### src/dma_ctrl_pkg.sv
/*
 * Constants shared by the DMA channel control and interrupt block.
 * Assumes a single clock domain and a synchronous active-high reset.
 */
package dma_ctrl_pkg;
	localparam int NUM_CH = 8;
	localparam int PRIO_W = 2;
	localparam logic [1:0] PRIO_RST = 2'h0;
	localparam logic [1:0] PRIO_HIGHEST = 2'h0;
	localparam logic DESC_SEL_RST = 1'h0;
	localparam logic MASK_RST = 1'h0;
	localparam logic EN_RST = 1'h0;

	typedef enum logic [1:0] {
		CH_IDLE = 2'b00,
		CH_PEND = 2'b01,
		CH_BUSY = 2'b10
	} ch_state_type;
endpackage

### src/dma_ch_slot.sv
/*
 * One channel's control state: enable, pending trigger, busy, abort,
 * priority and next-descriptor selector.
 * Assumes control strobes are one-cycle pulses synchronous to core_clk.
 */
`timescale 1ns/10ps
module dma_ch_slot (
	input wire logic core_clk,
	input wire logic srst,
	input wire logic enSet,
	input wire logic enClr,
	input wire logic swTrig,
	input wire logic hwTrig,
	input wire logic grant,
	input wire logic xferDone,
	input wire logic prioWr,
	input wire logic [1:0] prioIn,
	input wire logic descWr,
	input wire logic descIn,
	output logic enable,
	output logic pending,
	output logic busy,
	output logic abortPulse,
	output logic [1:0] prio,
	output logic nextDesc
);
	dma_ctrl_pkg::ch_state_type state_r, state_nxt;
	logic enable_r, abort_r;
	logic [1:0] prio_r;
	logic desc_r;
	wire logic trigEvt = swTrig | hwTrig;
	wire logic enNext = enSet | (enable_r & ~enClr);

	always_comb begin
		state_nxt = state_r;
		case (state_r)
			dma_ctrl_pkg::CH_IDLE: if (enNext && trigEvt) state_nxt = dma_ctrl_pkg::CH_PEND;
			dma_ctrl_pkg::CH_PEND: begin
				if (!enNext) state_nxt = dma_ctrl_pkg::CH_IDLE;
				else if (grant) state_nxt = dma_ctrl_pkg::CH_BUSY;
			end
			dma_ctrl_pkg::CH_BUSY: begin
				// Disable cuts the transfer short rather than letting it finish
				if (!enNext || xferDone) state_nxt = dma_ctrl_pkg::CH_IDLE;
			end
			default: state_nxt = dma_ctrl_pkg::CH_IDLE;
		endcase
	end

	always_ff @(posedge core_clk) begin
		if (srst) begin
			state_r <= dma_ctrl_pkg::CH_IDLE;
			enable_r <= dma_ctrl_pkg::EN_RST;
			abort_r <= 1'b0;
			prio_r <= dma_ctrl_pkg::PRIO_RST;
			desc_r <= dma_ctrl_pkg::DESC_SEL_RST;
		end else begin
			state_r <= state_nxt;
			enable_r <= enNext;
			abort_r <= (state_r == dma_ctrl_pkg::CH_BUSY) && !enNext;
			if (prioWr) prio_r <= prioIn;
			if (descWr) desc_r <= descIn;
		end
	end

	assign enable = enable_r;
	assign pending = (state_r == dma_ctrl_pkg::CH_PEND);
	assign busy = (state_r == dma_ctrl_pkg::CH_BUSY);
	assign abortPulse = abort_r;
	assign prio = prio_r;
	assign nextDesc = desc_r;
endmodule // dma_ch_slot

### src/dma_channel_ctrl.sv
/*
 * Multi-channel DMA control and interrupt aggregation: per-channel
 * enable, firmware trigger, priority, next descriptor, arbitration and
 * raw/mask/masked interrupt views with one combined interrupt.
 * Assumes the transfer engine pulses xferDone and chIrqReq per channel.
 */
// How it works
// - Masked view equals raw AND mask.
// - Mask register written and read back.
// - Clearing enable aborts in-flight transfer.
// - Firmware write triggers selected channel.
// - Two-bit priority, zero is highest.
// - One-bit next descriptor selector per channel.
// - Raw interrupt bit set per request.
// - Write-one clears selected raw bits.
`timescale 1ns/10ps
module dma_channel_ctrl #(
	parameter int NCH = dma_ctrl_pkg::NUM_CH
) (
	input wire logic core_clk,
	input wire logic srst,
	input wire logic [NCH-1:0] chEnableSet,
	input wire logic [NCH-1:0] chEnableClr,
	input wire logic [NCH-1:0] fwTrigger,
	input wire logic [NCH-1:0] hwTrigger,
	input wire logic [NCH-1:0] prioWrite,
	input wire logic [2*NCH-1:0] prioWrData,
	input wire logic [NCH-1:0] descWrite,
	input wire logic [NCH-1:0] descWrData,
	input wire logic maskWrite,
	input wire logic [NCH-1:0] maskWrData,
	input wire logic [NCH-1:0] irqClear,
	input wire logic [NCH-1:0] chIrqReq,
	input wire logic [NCH-1:0] xferDone,
	output logic [NCH-1:0] chEnabled,
	output logic [NCH-1:0] chPending,
	output logic [NCH-1:0] chBusy,
	output logic [NCH-1:0] chAbort,
	output logic [2*NCH-1:0] chPrio,
	output logic [NCH-1:0] chNextDesc,
	output logic grantValid,
	output logic [NCH-1:0] grantOneHot,
	output logic [NCH-1:0] irqRaw,
	output logic [NCH-1:0] irqMask,
	output logic [NCH-1:0] irqMasked,
	output logic irqOut
);
	// ----------------------------------------
	// Channel slots
	// ----------------------------------------
	logic [NCH-1:0] irqRaw_r, irqMask_r;
	logic [NCH-1:0] grant_r;
	logic [NCH-1:0] grantNxt;
	wire logic engineBusy = |chBusy;

	genvar g;
	generate
		for (g = 0; g < NCH; g++) begin : g_ch
			dma_ch_slot u_slot (
				.core_clk(core_clk),
				.srst(srst),
				.enSet(chEnableSet[g]),
				.enClr(chEnableClr[g]),
				.swTrig(fwTrigger[g]),
				.hwTrig(hwTrigger[g]),
				.grant(grantNxt[g]),
				.xferDone(xferDone[g]),
				.prioWr(prioWrite[g]),
				.prioIn(prioWrData[2*g +: 2]),
				.descWr(descWrite[g]),
				.descIn(descWrData[g]),
				.enable(chEnabled[g]),
				.pending(chPending[g]),
				.busy(chBusy[g]),
				.abortPulse(chAbort[g]),
				.prio(chPrio[2*g +: 2]),
				.nextDesc(chNextDesc[g])
			);
		end
	endgenerate

	// ----------------------------------------
	// Arbitration
	// ----------------------------------------
	// Lowest priority value wins; ties go to the lowest channel number.
	// Only one transfer runs at a time, so no grant while busy.
	// A channel being disabled this cycle is not offered the grant, so every
	// grant pulse matches a channel that really goes busy.
	wire logic [NCH-1:0] stayEn = chEnableSet | (chEnabled & ~chEnableClr);
	wire logic [NCH-1:0] candidate = chPending & stayEn;

	always_comb begin
		logic [1:0] best;
		logic found;
		best = 2'h3;
		found = 1'b0;
		grantNxt = '0;
		for (int i = 0; i < NCH; i++) begin
			if (candidate[i] && (!found || chPrio[2*i +: 2] < best)) begin
				best = chPrio[2*i +: 2];
				found = 1'b1;
			end
		end
		for (int i = 0; i < NCH; i++) begin
			if (!engineBusy && found && grantNxt == '0 && candidate[i]
					&& chPrio[2*i +: 2] == best) begin
				grantNxt[i] = 1'b1;
			end
		end
	end

	// ----------------------------------------
	// Arbitration checks
	// ----------------------------------------
	grant_one_a: assert property (@(posedge core_clk) disable iff (srst)
		$onehot0(grantNxt)) else $error("more than one grant");
	one_busy_a: assert property (@(posedge core_clk) disable iff (srst)
		$onehot0(chBusy)) else $error("two channels busy");
	grant_busy_a: assert property (@(posedge core_clk) disable iff (srst)
		grantValid |-> (chBusy & grantOneHot) == grantOneHot)
		else $error("grant without busy channel");
	grant_pulse_a: assert property (@(posedge core_clk) disable iff (srst)
		grantValid |=> !grantValid) else $error("grant held too long");
	// Channel 3 beats channel 0 only on a strictly lower value; a tie keeps 0
	prio_win_a: assert property (@(posedge core_clk) disable iff (srst)
		(chPending[0] && chPending[3] && !engineBusy && chEnableClr == '0)
		|-> ((chPrio[7:6] < chPrio[1:0]) ? !grantNxt[0] : !grantNxt[3]))
		else $error("lower priority granted");

	// ----------------------------------------
	// Interrupt views
	// ----------------------------------------
	// Set beats clear so a request arriving with its clear is kept
	wire logic [NCH-1:0] rawNxt = (irqRaw_r & ~irqClear) | chIrqReq;

	always_ff @(posedge core_clk) begin
		if (srst) begin
			irqRaw_r <= '0;
			irqMask_r <= {NCH{dma_ctrl_pkg::MASK_RST}};
			grant_r <= '0;
		end else begin
			irqRaw_r <= rawNxt;
			if (maskWrite) irqMask_r <= maskWrData;
			grant_r <= grantNxt;
		end
	end

	assign grantOneHot = grant_r;
	assign grantValid = |grant_r;
	assign irqRaw = irqRaw_r;
	assign irqMask = irqMask_r;
	assign irqMasked = irqRaw_r & irqMask_r;
	assign irqOut = |irqMasked;

	// ----------------------------------------
	// Checks
	// ----------------------------------------
	// Helper terms let one property cover every channel at once
	wire logic [NCH-1:0] cutBusy = chBusy & chEnableClr & ~chEnableSet;
	wire logic [NCH-1:0] cutPend = chPending & chEnableClr & ~chEnableSet;
	wire logic [NCH-1:0] trigIdle = fwTrigger & chEnabled & ~chEnableClr & ~chPending & ~chBusy;
	wire logic [NCH-1:0] trigOff = (fwTrigger | hwTrigger) & ~chEnabled & ~chEnableSet;
	wire logic [NCH-1:0] clrOnly = irqClear & ~chIrqReq;

	en_set_a: assert property (@(posedge core_clk) disable iff (srst)
		chEnableSet != '0 |=> (chEnabled & $past(chEnableSet)) == $past(chEnableSet))
		else $error("enable set lost");
	enable_hold_a: assert property (@(posedge core_clk) disable iff (srst)
		(chEnableSet == '0 && chEnableClr == '0) |=> $stable(chEnabled))
		else $error("enable changed unwritten");
	disable_abort_a: assert property (@(posedge core_clk) disable iff (srst)
		cutBusy != '0 |=> (chAbort & $past(cutBusy)) == $past(cutBusy)
			&& (chBusy & $past(cutBusy)) == '0)
		else $error("disable did not abort");
	abort_pulse_a: assert property (@(posedge core_clk) disable iff (srst)
		chAbort != '0 |=> (chAbort & $past(chAbort)) == '0)
		else $error("abort longer than a cycle");
	pend_drop_a: assert property (@(posedge core_clk) disable iff (srst)
		cutPend != '0 |=> ((chPending | chBusy) & $past(cutPend)) == '0)
		else $error("disabled channel kept its request");
	fw_trig_a: assert property (@(posedge core_clk) disable iff (srst)
		trigIdle != '0 |=> ((chPending | chBusy) & $past(trigIdle)) == $past(trigIdle))
		else $error("trigger lost");
	trig_refuse_a: assert property (@(posedge core_clk) disable iff (srst)
		trigOff != '0 |=> ((chPending | chBusy) & $past(trigOff)) == '0)
		else $error("disabled channel took a trigger");
	prio_store_a: assert property (@(posedge core_clk) disable iff (srst)
		prioWrite[0] |=> chPrio[1:0] == $past(prioWrData[1:0])) else $error("prio not stored");
	prio_keep_a: assert property (@(posedge core_clk) disable iff (srst)
		prioWrite == '0 |=> $stable(chPrio)) else $error("prio changed unwritten");
	desc_store_a: assert property (@(posedge core_clk) disable iff (srst)
		descWrite != '0
		|=> (chNextDesc & $past(descWrite)) == ($past(descWrData) & $past(descWrite)))
		else $error("desc not stored");
	desc_keep_a: assert property (@(posedge core_clk) disable iff (srst)
		descWrite == '0 |=> $stable(chNextDesc)) else $error("desc changed unwritten");

	// ----------------------------------------
	// Interrupt checks
	// ----------------------------------------
	masked_view_a: assert property (@(posedge core_clk) disable iff (srst)
		maskWrite |=> (irqMasked & ~$past(maskWrData)) == '0)
		else $error("masked view shows a masked-off bit");
	masked_pass_a: assert property (@(posedge core_clk) disable iff (srst)
		(!maskWrite && (chIrqReq & irqMask) != '0)
		|=> (irqMasked & $past(chIrqReq)) == ($past(chIrqReq) & irqMask))
		else $error("masked view dropped a raw bit");
	mask_hold_a: assert property (@(posedge core_clk) disable iff (srst)
		maskWrite |=> irqMask == $past(maskWrData)) else $error("mask not stored");
	mask_keep_a: assert property (@(posedge core_clk) disable iff (srst)
		!maskWrite |=> $stable(irqMask)) else $error("mask changed unwritten");
	raw_set_a: assert property (@(posedge core_clk) disable iff (srst)
		chIrqReq != '0 |=> (irqRaw & $past(chIrqReq)) == $past(chIrqReq))
		else $error("request lost");
	raw_hold_a: assert property (@(posedge core_clk) disable iff (srst)
		(chIrqReq == '0 && irqClear == '0) |=> $stable(irqRaw))
		else $error("raw bit changed without cause");
	raw_clr_a: assert property (@(posedge core_clk) disable iff (srst)
		clrOnly != '0 |=> (irqRaw & $past(clrOnly)) == '0)
		else $error("clear ignored");
	irq_out_a: assert property (@(posedge core_clk) disable iff (srst)
		(!maskWrite && (chIrqReq & irqMask) != '0) |=> irqOut)
		else $error("irq output missing");
	irq_drop_a: assert property (@(posedge core_clk) disable iff (srst)
		((irqRaw & ~irqClear) == '0 && chIrqReq == '0) |=> !irqOut)
		else $error("irq output stuck");
endmodule // dma_channel_ctrl

### config.mk
export PLATFORM = sky130hd
export DESIGN_NAME = dma_channel_ctrl
export DESIGN_NICKNAME = d
export VERILOG_FILES = /design/src/dma_ctrl_pkg.sv /design/src/dma_ch_slot.sv /design/src/dma_channel_ctrl.sv
export SDC_FILE = /design/constraint.sdc
export NUM_CORES = 1
export LEC_CHECK = 0
export BUFFER_PORTS_ARGS = -buffer_cell sky130_fd_sc_hd__buf_2
export CAP_MARGIN = 20
export CORE_ASPECT_RATIO = 0.6
export CORE_MARGIN = 3
export CORE_UTILIZATION = 43
export DETAILED_ROUTE_END_ITERATION = 7
export PLACE_DENSITY = 0.79
export SLEW_MARGIN = 40
export SYNTH_ARGS = -nofsm -noshare
export SYNTH_HDL_FRONTEND = slang
export SYNTH_SLANG_ARGS = --single-unit
### constraint.sdc
create_clock -name core_clk -period 6.1 [get_ports core_clk]
set_clock_uncertainty 0.1 [all_clocks]
set_input_delay 0.915 -clock core_clk [delete_from_list [all_inputs] [get_ports core_clk]]
set_output_delay 0.915 -clock core_clk [all_outputs]
set_load 0.01 [all_outputs]
## Word level (Yosys, flattened, before mapping)

Cells that the tools add are included.

| operators by class | value |
|---|---|
| equal/unequal tests | 48 |
| reductions and logical operators | 103 |
| muxes and demuxes | 64 |
| bitwise logic cells | 41 |
| magnitude comparators | 7 |

Operator list:

| operator | count |
|---|---|
| two-way mux 2 bit | 40 |
| one-hot mux 2 bit (3 select lines) | 8 |
| logical AND 1 bit | 47 |
| AND 8 bit | 4 |
| != test 3 x 2 -> 1 bit (second input constant) | 8 |
| AND reduction 3 bit | 8 |
| OR reduction 8 bit | 3 |
| logical NOT 2 bit | 9 |
| equality test 2 x 1 -> 1 bit (second input constant) | 8 |
| equality test 2 bit | 8 |
| equality test 2 bit (second input constant) | 8 |
| logical NOT 1 bit | 16 |
| two-way mux 1 bit | 16 |
| != test 2 x 1 -> 1 bit (second input constant) | 8 |
| != test 2 bit (second input constant) | 8 |
| NOT 8 bit | 2 |
| bitwise OR 1 bit | 16 |
| bitwise OR 8 bit | 2 |
| logical OR 1 bit | 15 |
| less-than comparator 2 bit | 7 |
| NOT 1 bit | 9 |
| AND 1 bit | 8 |
| logical NOT 7 bit | 1 |
| logical NOT 6 bit | 1 |
| 3 further kinds | 3 |

| word-level totals | value |
|---|---|
| input port bits | 107 |
| register bits | 80 |
| word-level logic and storage cells | 306 |
| output and inout bits | 90 |

## Longest topological paths before layout

| logic depth | value |
|---|---|
| word-level depth | 75 |
| gate-level depth with buffers | 28 |
| depth with buffers taken out | 28 |

## Modules after synthesis

From an unflattened synthesis, not the netlist that was laid out.

| second synthesis, totals | value |
|---|---|
| cells, all modules | 465 |
| area total of the unflattened synthesis | 4281.6 µm² |

Modules (own cells, without submodules):

| module | cells each | sequential area each (µm²) | area each (µm²) | times used |
|---|---|---|---|---|
| dma_ch_slot | 25 | 140.1 | 277.8 | 8 |
| dma_channel_ctrl | 265 | 480.5 | 2059.5 | 1 |

## Worst setup path before layout

OpenSTA, ideal clock, no wires.

| timing | value |
|---|---|
| path type | input port to flip-flop |
| start | input port chEnableClr[0] |
| end | register g_ch[4].u_slot.state_r[0] |
| slack | 0.034 ns |
| path buffers | 0 |
| library setup time | 0.100 ns |
| cell stages on the path | 26 |
| arrival | 5.866 ns |
| required time | 5.900 ns |
| cells stage by stage | nor2b_4 > o211ai_2 > o2111ai_1 > a21oi_1 > inv_1 > ha_1 > nor2_1 > a21oi_1 > or2b_1 > a21boi_0 > a21oi_1 > ha_1 > or2_2 > a21oi_1 > a21oi_1 > o31ai_2 > nand2b_1 > nand2_1 > ha_1 > or2_2 > a21o_1 > a21boi_2 > a311o_1 > a221oi_4 > nor2_2 > a2111oi_4 |

| between the ends | value |
|---|---|
| word-level cells in the longest chain between the ends | 59 |
| elaborated cells on any way between the ends | 79 |
| those cells by class | order compare: 7; eq/ne: 6; mux: 21; bitwise: 5; reduce/logical: 40 |

Ends and longest elaborated chain:

| element | RTL line | RTL |
|---|---|---|
| start: declaration | dma_channel_ctrl.sv:23 | `input wire logic [NCH-1:0] chEnableClr,` |
| NOT 8 bit (*) | - |  |
| AND 8 bit (*) | dma_channel_ctrl.sv:89 | `wire logic [NCH-1:0] stayEn = chEnableSet \| (chEnabled & ~chEnableClr);` |
| bitwise OR 8 bit (*) | dma_channel_ctrl.sv:89 |  |
| AND 8 bit (*) | dma_channel_ctrl.sv:90 | `wire logic [NCH-1:0] candidate = chPending & stayEn;` |
| two-way mux 2 bit / two-way mux 1 bit (equally long branches) | dma_channel_ctrl.sv:99 | `if (candidate[i] && (!found \|\| chPrio[2*i +: 2] < best)) begin` |
| less-than comparator 2 bit / logical NOT 1 bit (equally long branches) | dma_channel_ctrl.sv:99 |  |
| logical OR 1 bit | dma_channel_ctrl.sv:99 |  |
| logical AND 1 bit | dma_channel_ctrl.sv:99 |  |
| (+42 left out) | - |  |
| logical AND 1 bit | dma_channel_ctrl.sv:106 | `&& chPrio[2*i +: 2] == best) begin` |
| two-way mux 1 bit | dma_channel_ctrl.sv:105 | `if (!engineBusy && found && grantNxt == '0 && candidate[i]` |
| logical NOT 4 bit | dma_channel_ctrl.sv:105 |  |
| logical AND 1 bit (2 in series) | dma_channel_ctrl.sv:105 |  |
| logical AND 1 bit (*) | dma_channel_ctrl.sv:106 |  |
| two-way mux 1 bit (*) | dma_channel_ctrl.sv:105 |  |
| != test 3 x 2 -> 1 bit (no source line) (*) | - |  |
| AND reduction 3 bit (no source line) (*) | - |  |
| end signal: assignment | dma_ch_slot.sv:52 | `state_r <= dma_ctrl_pkg::CH_IDLE;` |
| end signal: assignment | dma_ch_slot.sv:58 | `state_r <= state_nxt;` |
| end: declaration | dma_ch_slot.sv:27 | `dma_ctrl_pkg::ch_state_type state_r, state_nxt;` |

Every way passes the cells marked *; elsewhere a longest branch is shown, timed or not.
A chain may end at the register's enable or synchronous reset.

## Worst setup path after layout

| timing | value |
|---|---|
| start | input port chEnableClr[3] |
| end | register g_ch[4].u_slot.state_r[0] |

| between the ends | value |
|---|---|
| word-level cells in the longest chain between the ends | 48 |
| elaborated cells on any way between the ends | 62 |
| those cells by class | order compare: 4; eq/ne: 6; mux: 15; bitwise: 5; reduce/logical: 32 |

Ends and longest elaborated chain:

| element | RTL line |
|---|---|
| NOT 8 bit (*) | - |
| AND 8 bit (*) | dma_channel_ctrl.sv:89 |
| bitwise OR 8 bit (*) | dma_channel_ctrl.sv:89 |
| AND 8 bit (*) | dma_channel_ctrl.sv:90 |
| logical AND 1 bit | dma_channel_ctrl.sv:99 |
| two-way mux 2 bit / two-way mux 1 bit (equally long branches) | dma_channel_ctrl.sv:99 |
| less-than comparator 2 bit / logical NOT 1 bit (equally long branches) | dma_channel_ctrl.sv:99 |
| logical OR 1 bit | dma_channel_ctrl.sv:99 |
| (+31 left out) | - |
| logical AND 1 bit | dma_channel_ctrl.sv:106 |
| two-way mux 1 bit | dma_channel_ctrl.sv:105 |
| logical NOT 4 bit | dma_channel_ctrl.sv:105 |
| logical AND 1 bit (2 in series) | dma_channel_ctrl.sv:105 |
| logical AND 1 bit (*) | dma_channel_ctrl.sv:106 |
| two-way mux 1 bit (*) | dma_channel_ctrl.sv:105 |
| != test 3 x 2 -> 1 bit (no source line) (*) | - |
| AND reduction 3 bit (no source line) (*) | - |

Marks and branches as above.

==> impl_metrics.sql <==
INSERT INTO impl_metrics (metric_group, metric, value, unit) VALUES
('run_status', 'run_status', 'complete, no violations', ''),
('clocking', 'clk-insertion-delay-late', '330', 'ps'),
('drt', 'wire_per_inst', '15.9', 'um'),
('worst_setup_path', 'setup.worst_path.end_class', 'register', ''),
('worst_setup_path', 'crit_path_start_kind', 'primary input', ''),
('global_route', 'antenna_found_initial', '0', ''),
('power_and_ir_drop', 'total_leakage_power', '3.02', 'nW'),
('timing', 'fin_ws', '248', 'ps'),
('die', 'die_w', '136', 'um'),
('placement', 'gpl.final_weighted_congestion', '0.926', ''),
('worst_setup_path', 'reg2reg_from', 'g_ch[3].u_slot.prio[1]', ''),
('clocking', 'cts_tree', 'done', ''),
('timing', 'max_slew.worst_pin.slew', '695', 'ps'),
('layout', 'layout.nets', '809', ''),
('worst_setup_path', 'worst-setup-path-type', 'in -> reg', ''),
('layout', 'synthToLayoutAreaGrowth', '36.5', '%'),
('timing', 'min_period', '5850', 'ps'),
('worst_hold_path', 'holdPathStages', '1', ''),
('global_route', 'grt-ovfl-total', '0', ''),
('die', 'boundaryPins', '197', ''),
('drt', 'first_iter_violations', '262', ''),
('worst_setup_path', 'path_max_fanout', '4', ''),
('clocking', 'ctsLongestPathBuffers', '2', ''),
('logic_synthesis', 'post_synth_num_cell_types', '76', ''),
('placement', 'input_output_buffers', '196', ''),
('logic_synthesis', 'ys_dominant_reg_cell', 'sky130_fd_sc_hd__dfxtp_1', ''),
('timing', 'fin_crit_sh', '0.959', ''),
('power_and_ir_drop', 'power_per_cell_area', '272', 'mW/mm2'),
('logic_synthesis', 'post_synth.cell_area_avg', '8.90', 'um2'),
('logic_synthesis', 'postSynth.asyncResetShare', '0', ''),
('clocking', 'numCtsBuffers', '9', ''),
('logic_synthesis', 'synth_seq_cells', '80', ''),
('clocking', 'h-tree-depth', '3', ''),
('logic_synthesis', 'ys_seq_area_frac', '0.365', ''),
('layout', 'drive_above_1_share', '0.450', ''),
('clocking', 'clock_pin_slew_worst_setup_and_hold_paths', '60', 'ps'),
('timing', 'final_hold_viol_count', '0', ''),
('logic_synthesis', 'mappedNetlistArea', '0.00439', 'mm2'),
('logic_synthesis', 'synthDominantCellAreaShare', '0.365', ''),
('drt', 'detail_route.drc_violations', '0', ''),
('logic_synthesis', 'yosys.area.top_type', 'sky130_fd_sc_hd__dfxtp_1', ''),
('logic_synthesis', 'mappedNetlistNets', '603', ''),
('die', 'fp.dieArea', '0.0115', 'mm2'),
('worst_setup_path', 'required', '6230', 'ps'),
('drt', 'detailed_route_vias_per_instance', '5.17', ''),
('worst_setup_path', 'worstPathArrival', '5980', 'ps'),
('clocking', 'ctsHoldBuffers', '0', ''),
('global_route', 'first_global_vias', '4129', ''),
('global_route', 'grt_use_total', '0.222', ''),
('worst_setup_path', 'critical_path.max_stage_delay', '350', 'ps'),
('timing', 'finalSetupTns', '0', 'ps'),
('die', 'die_h', '84.2', 'um'),
('worst_hold_path', 'worstHoldPathType', 'reg -> reg', ''),
('placement', 'dpl_cell_area', '0.00553', 'mm2'),
('timing', 'max_slew_margin', '0.532', ''),
('drt', 'antenna_left', '0', ''),
('logic_synthesis', 'leading_cell_types_by_total_area_after_synthesis', 'sky130_fd_sc_hd__dfxtp_1 37%, sky130_fd_sc_hd__mux2i_1 7.3%, sky130_fd_sc_hd__buf_4 6.8%', ''),
('worst_setup_path', 'reg2reg_slack', '510', 'ps'),
('logic_synthesis', 'ys_top_cells_by_count', '80 x sky130_fd_sc_hd__dfxtp_1, 69 x sky130_fd_sc_hd__nor2_1, 40 x sky130_fd_sc_hd__buf_4', ''),
('logic_synthesis', 'syn_inst', '493', ''),
('die', 'initial_core_util', '0.460', ''),
('timing', 'rsz0062_at_grt', 'true', ''),
('worst_setup_path', 'cpMaxStageDelayCell', 'sky130_fd_sc_hd__o31ai_2', ''),
('flow_run', 'number_of_maximum_capacitance_violations', '0', ''),
('clocking', 'numClockSinks', '80', ''),
('timing', 'achievable-frequency', '0.171', 'GHz'),
('drt', 'route.vias.total', '4309', ''),
('worst_setup_path', 'ff2ff_path_depth', '28', ''),
('placement', 'place.detailed.hpwl', '10.6', 'mm'),
('worst_setup_path', 'worstReg2RegEnd', 'g_ch[4].u_slot.state_r[0]', ''),
('logic_synthesis', 'yosys.cell_count.top_type', 'sky130_fd_sc_hd__dfxtp_1', '');
critical path: cells and delay by family:
family	cells	cell delay (ps)
AOI/OAI and AO/OA	14	2400
and+or+nand+nor	9	1580
adders and majority gates	3	750
buffers and inverters	3	310
per-layer routing:
metal	share of wire	track usage	vias up	routed length, um
met1	0.45	0.303	1988	6030
met3	0.084	0.0521	13	1120
li1	-	-	2120	-
met4	0.011	0.0595	0	150
met5	0	0	-	0
met2	0.45	0.354	188	5990
stage by stage:
step | instances | total power [mW]
after global placement | 814 | 1.02
after floorplan | 493 | 0.852
after global routing | 834 | 1.71
final | 834 | 1.63
after detailed placement | 814 | 1.03
after CTS | 830 | 1.60
sequential cells by signal, indices dropped and copies added, names as in the netlist:
register and cells:
g_ch.u_slot.abortPulse 8, g_ch.u_slot.enable 8, g_ch.u_slot.nextDesc 8, g_ch.u_slot.prio 16
g_ch.u_slot.state_r 16, grantOneHot 8, irqMask 8, irqRaw 8
worst max path at each step:
stage / startpoint / end / slack [ps]
6_report: chEnableClr[3] / g_ch[4].u_slot.state_r[0] / 250
5_1_grt: chEnableClr[3] / g_ch[2].u_slot.state_r[0] / -40
4_1_cts: chEnableClr[0] / g_ch[7].u_slot.state_r[0] / 8
3_5_place_dp: chEnableClr[0] / g_ch[7].u_slot.state_r[0] / -310
3_3_place_gp: chEnableClr[3] / g_ch[4].u_slot.state_r[0] / -100
2_1_floorplan: chEnableClr[0] / g_ch[4].u_slot.state_r[0] / 30
cell usage in the layout, fill, tap and decap left out, types with 7 or more instances in the layout:
cell type                   netlist  final
sky130_fd_sc_hd__nor2_1          69     69
sky130_fd_sc_hd__inv_1           24     24
sky130_fd_sc_hd__nand2b_1         9      9
sky130_fd_sc_hd__a21oi_1         25     20
sky130_fd_sc_hd__dfxtp_1         80     80
sky130_fd_sc_hd__nor2b_1         10     10
sky130_fd_sc_hd__and2_1          12     10
sky130_fd_sc_hd__nor2b_4          7      7
sky130_fd_sc_hd__clkbuf_16        0      9
sky130_fd_sc_hd__buf_2            0    196
sky130_fd_sc_hd__mux2i_1         32     32
sky130_fd_sc_hd__buf_4           40     48
sky130_fd_sc_hd__o211ai_1         7      7
sky130_fd_sc_hd__nand2_1         19     19
sky130_fd_sc_hd__nor3_1          20     18
sky130_fd_sc_hd__nor4_1           9      9
kinds of logic (layout without fill, tap and decap cells):
| kind of cell | Yosys count | count (layout) | share of synthesized area |
|---|---|---|---|
| compound gates | 94 | 94 | 0.179 |
| flops | 80 | 80 | 0.365 |
| xor+xnor | 8 | 8 | 0.0160 |
| mux | 32 | 32 | 0.0730 |
| buf+inv | 73 | 284 | 0.0967 |
| fa+ha+maj | 3 | 3 | 0.00856 |
| simple gates | 203 | 203 | 0.262 |
final cells by class:
type	instances	area (um2)
timing repair buffer	244	1340
clock inverter	5	81.3
inverter	24	90.1
tap	130	163
fill	833	3540
multi-input combinational	340	2480
clock buffer	11	233
sequential	80	1600
what timing repair did:
action,4_1_cts,5_1_grt
setup buffers,0,4
gates resized for setup,0,24
endpoints found under the setup margin,0,24
report_power, final:
group / switching (mW) / total, mW / internal [mW]
Sequential: 0.0281 / 0.578 / 0.550
Clock: 0.209 / 0.568 / 0.359
Combinational: 0.252 / 0.482 / 0.230
Power figures use the tool's default switching activity.
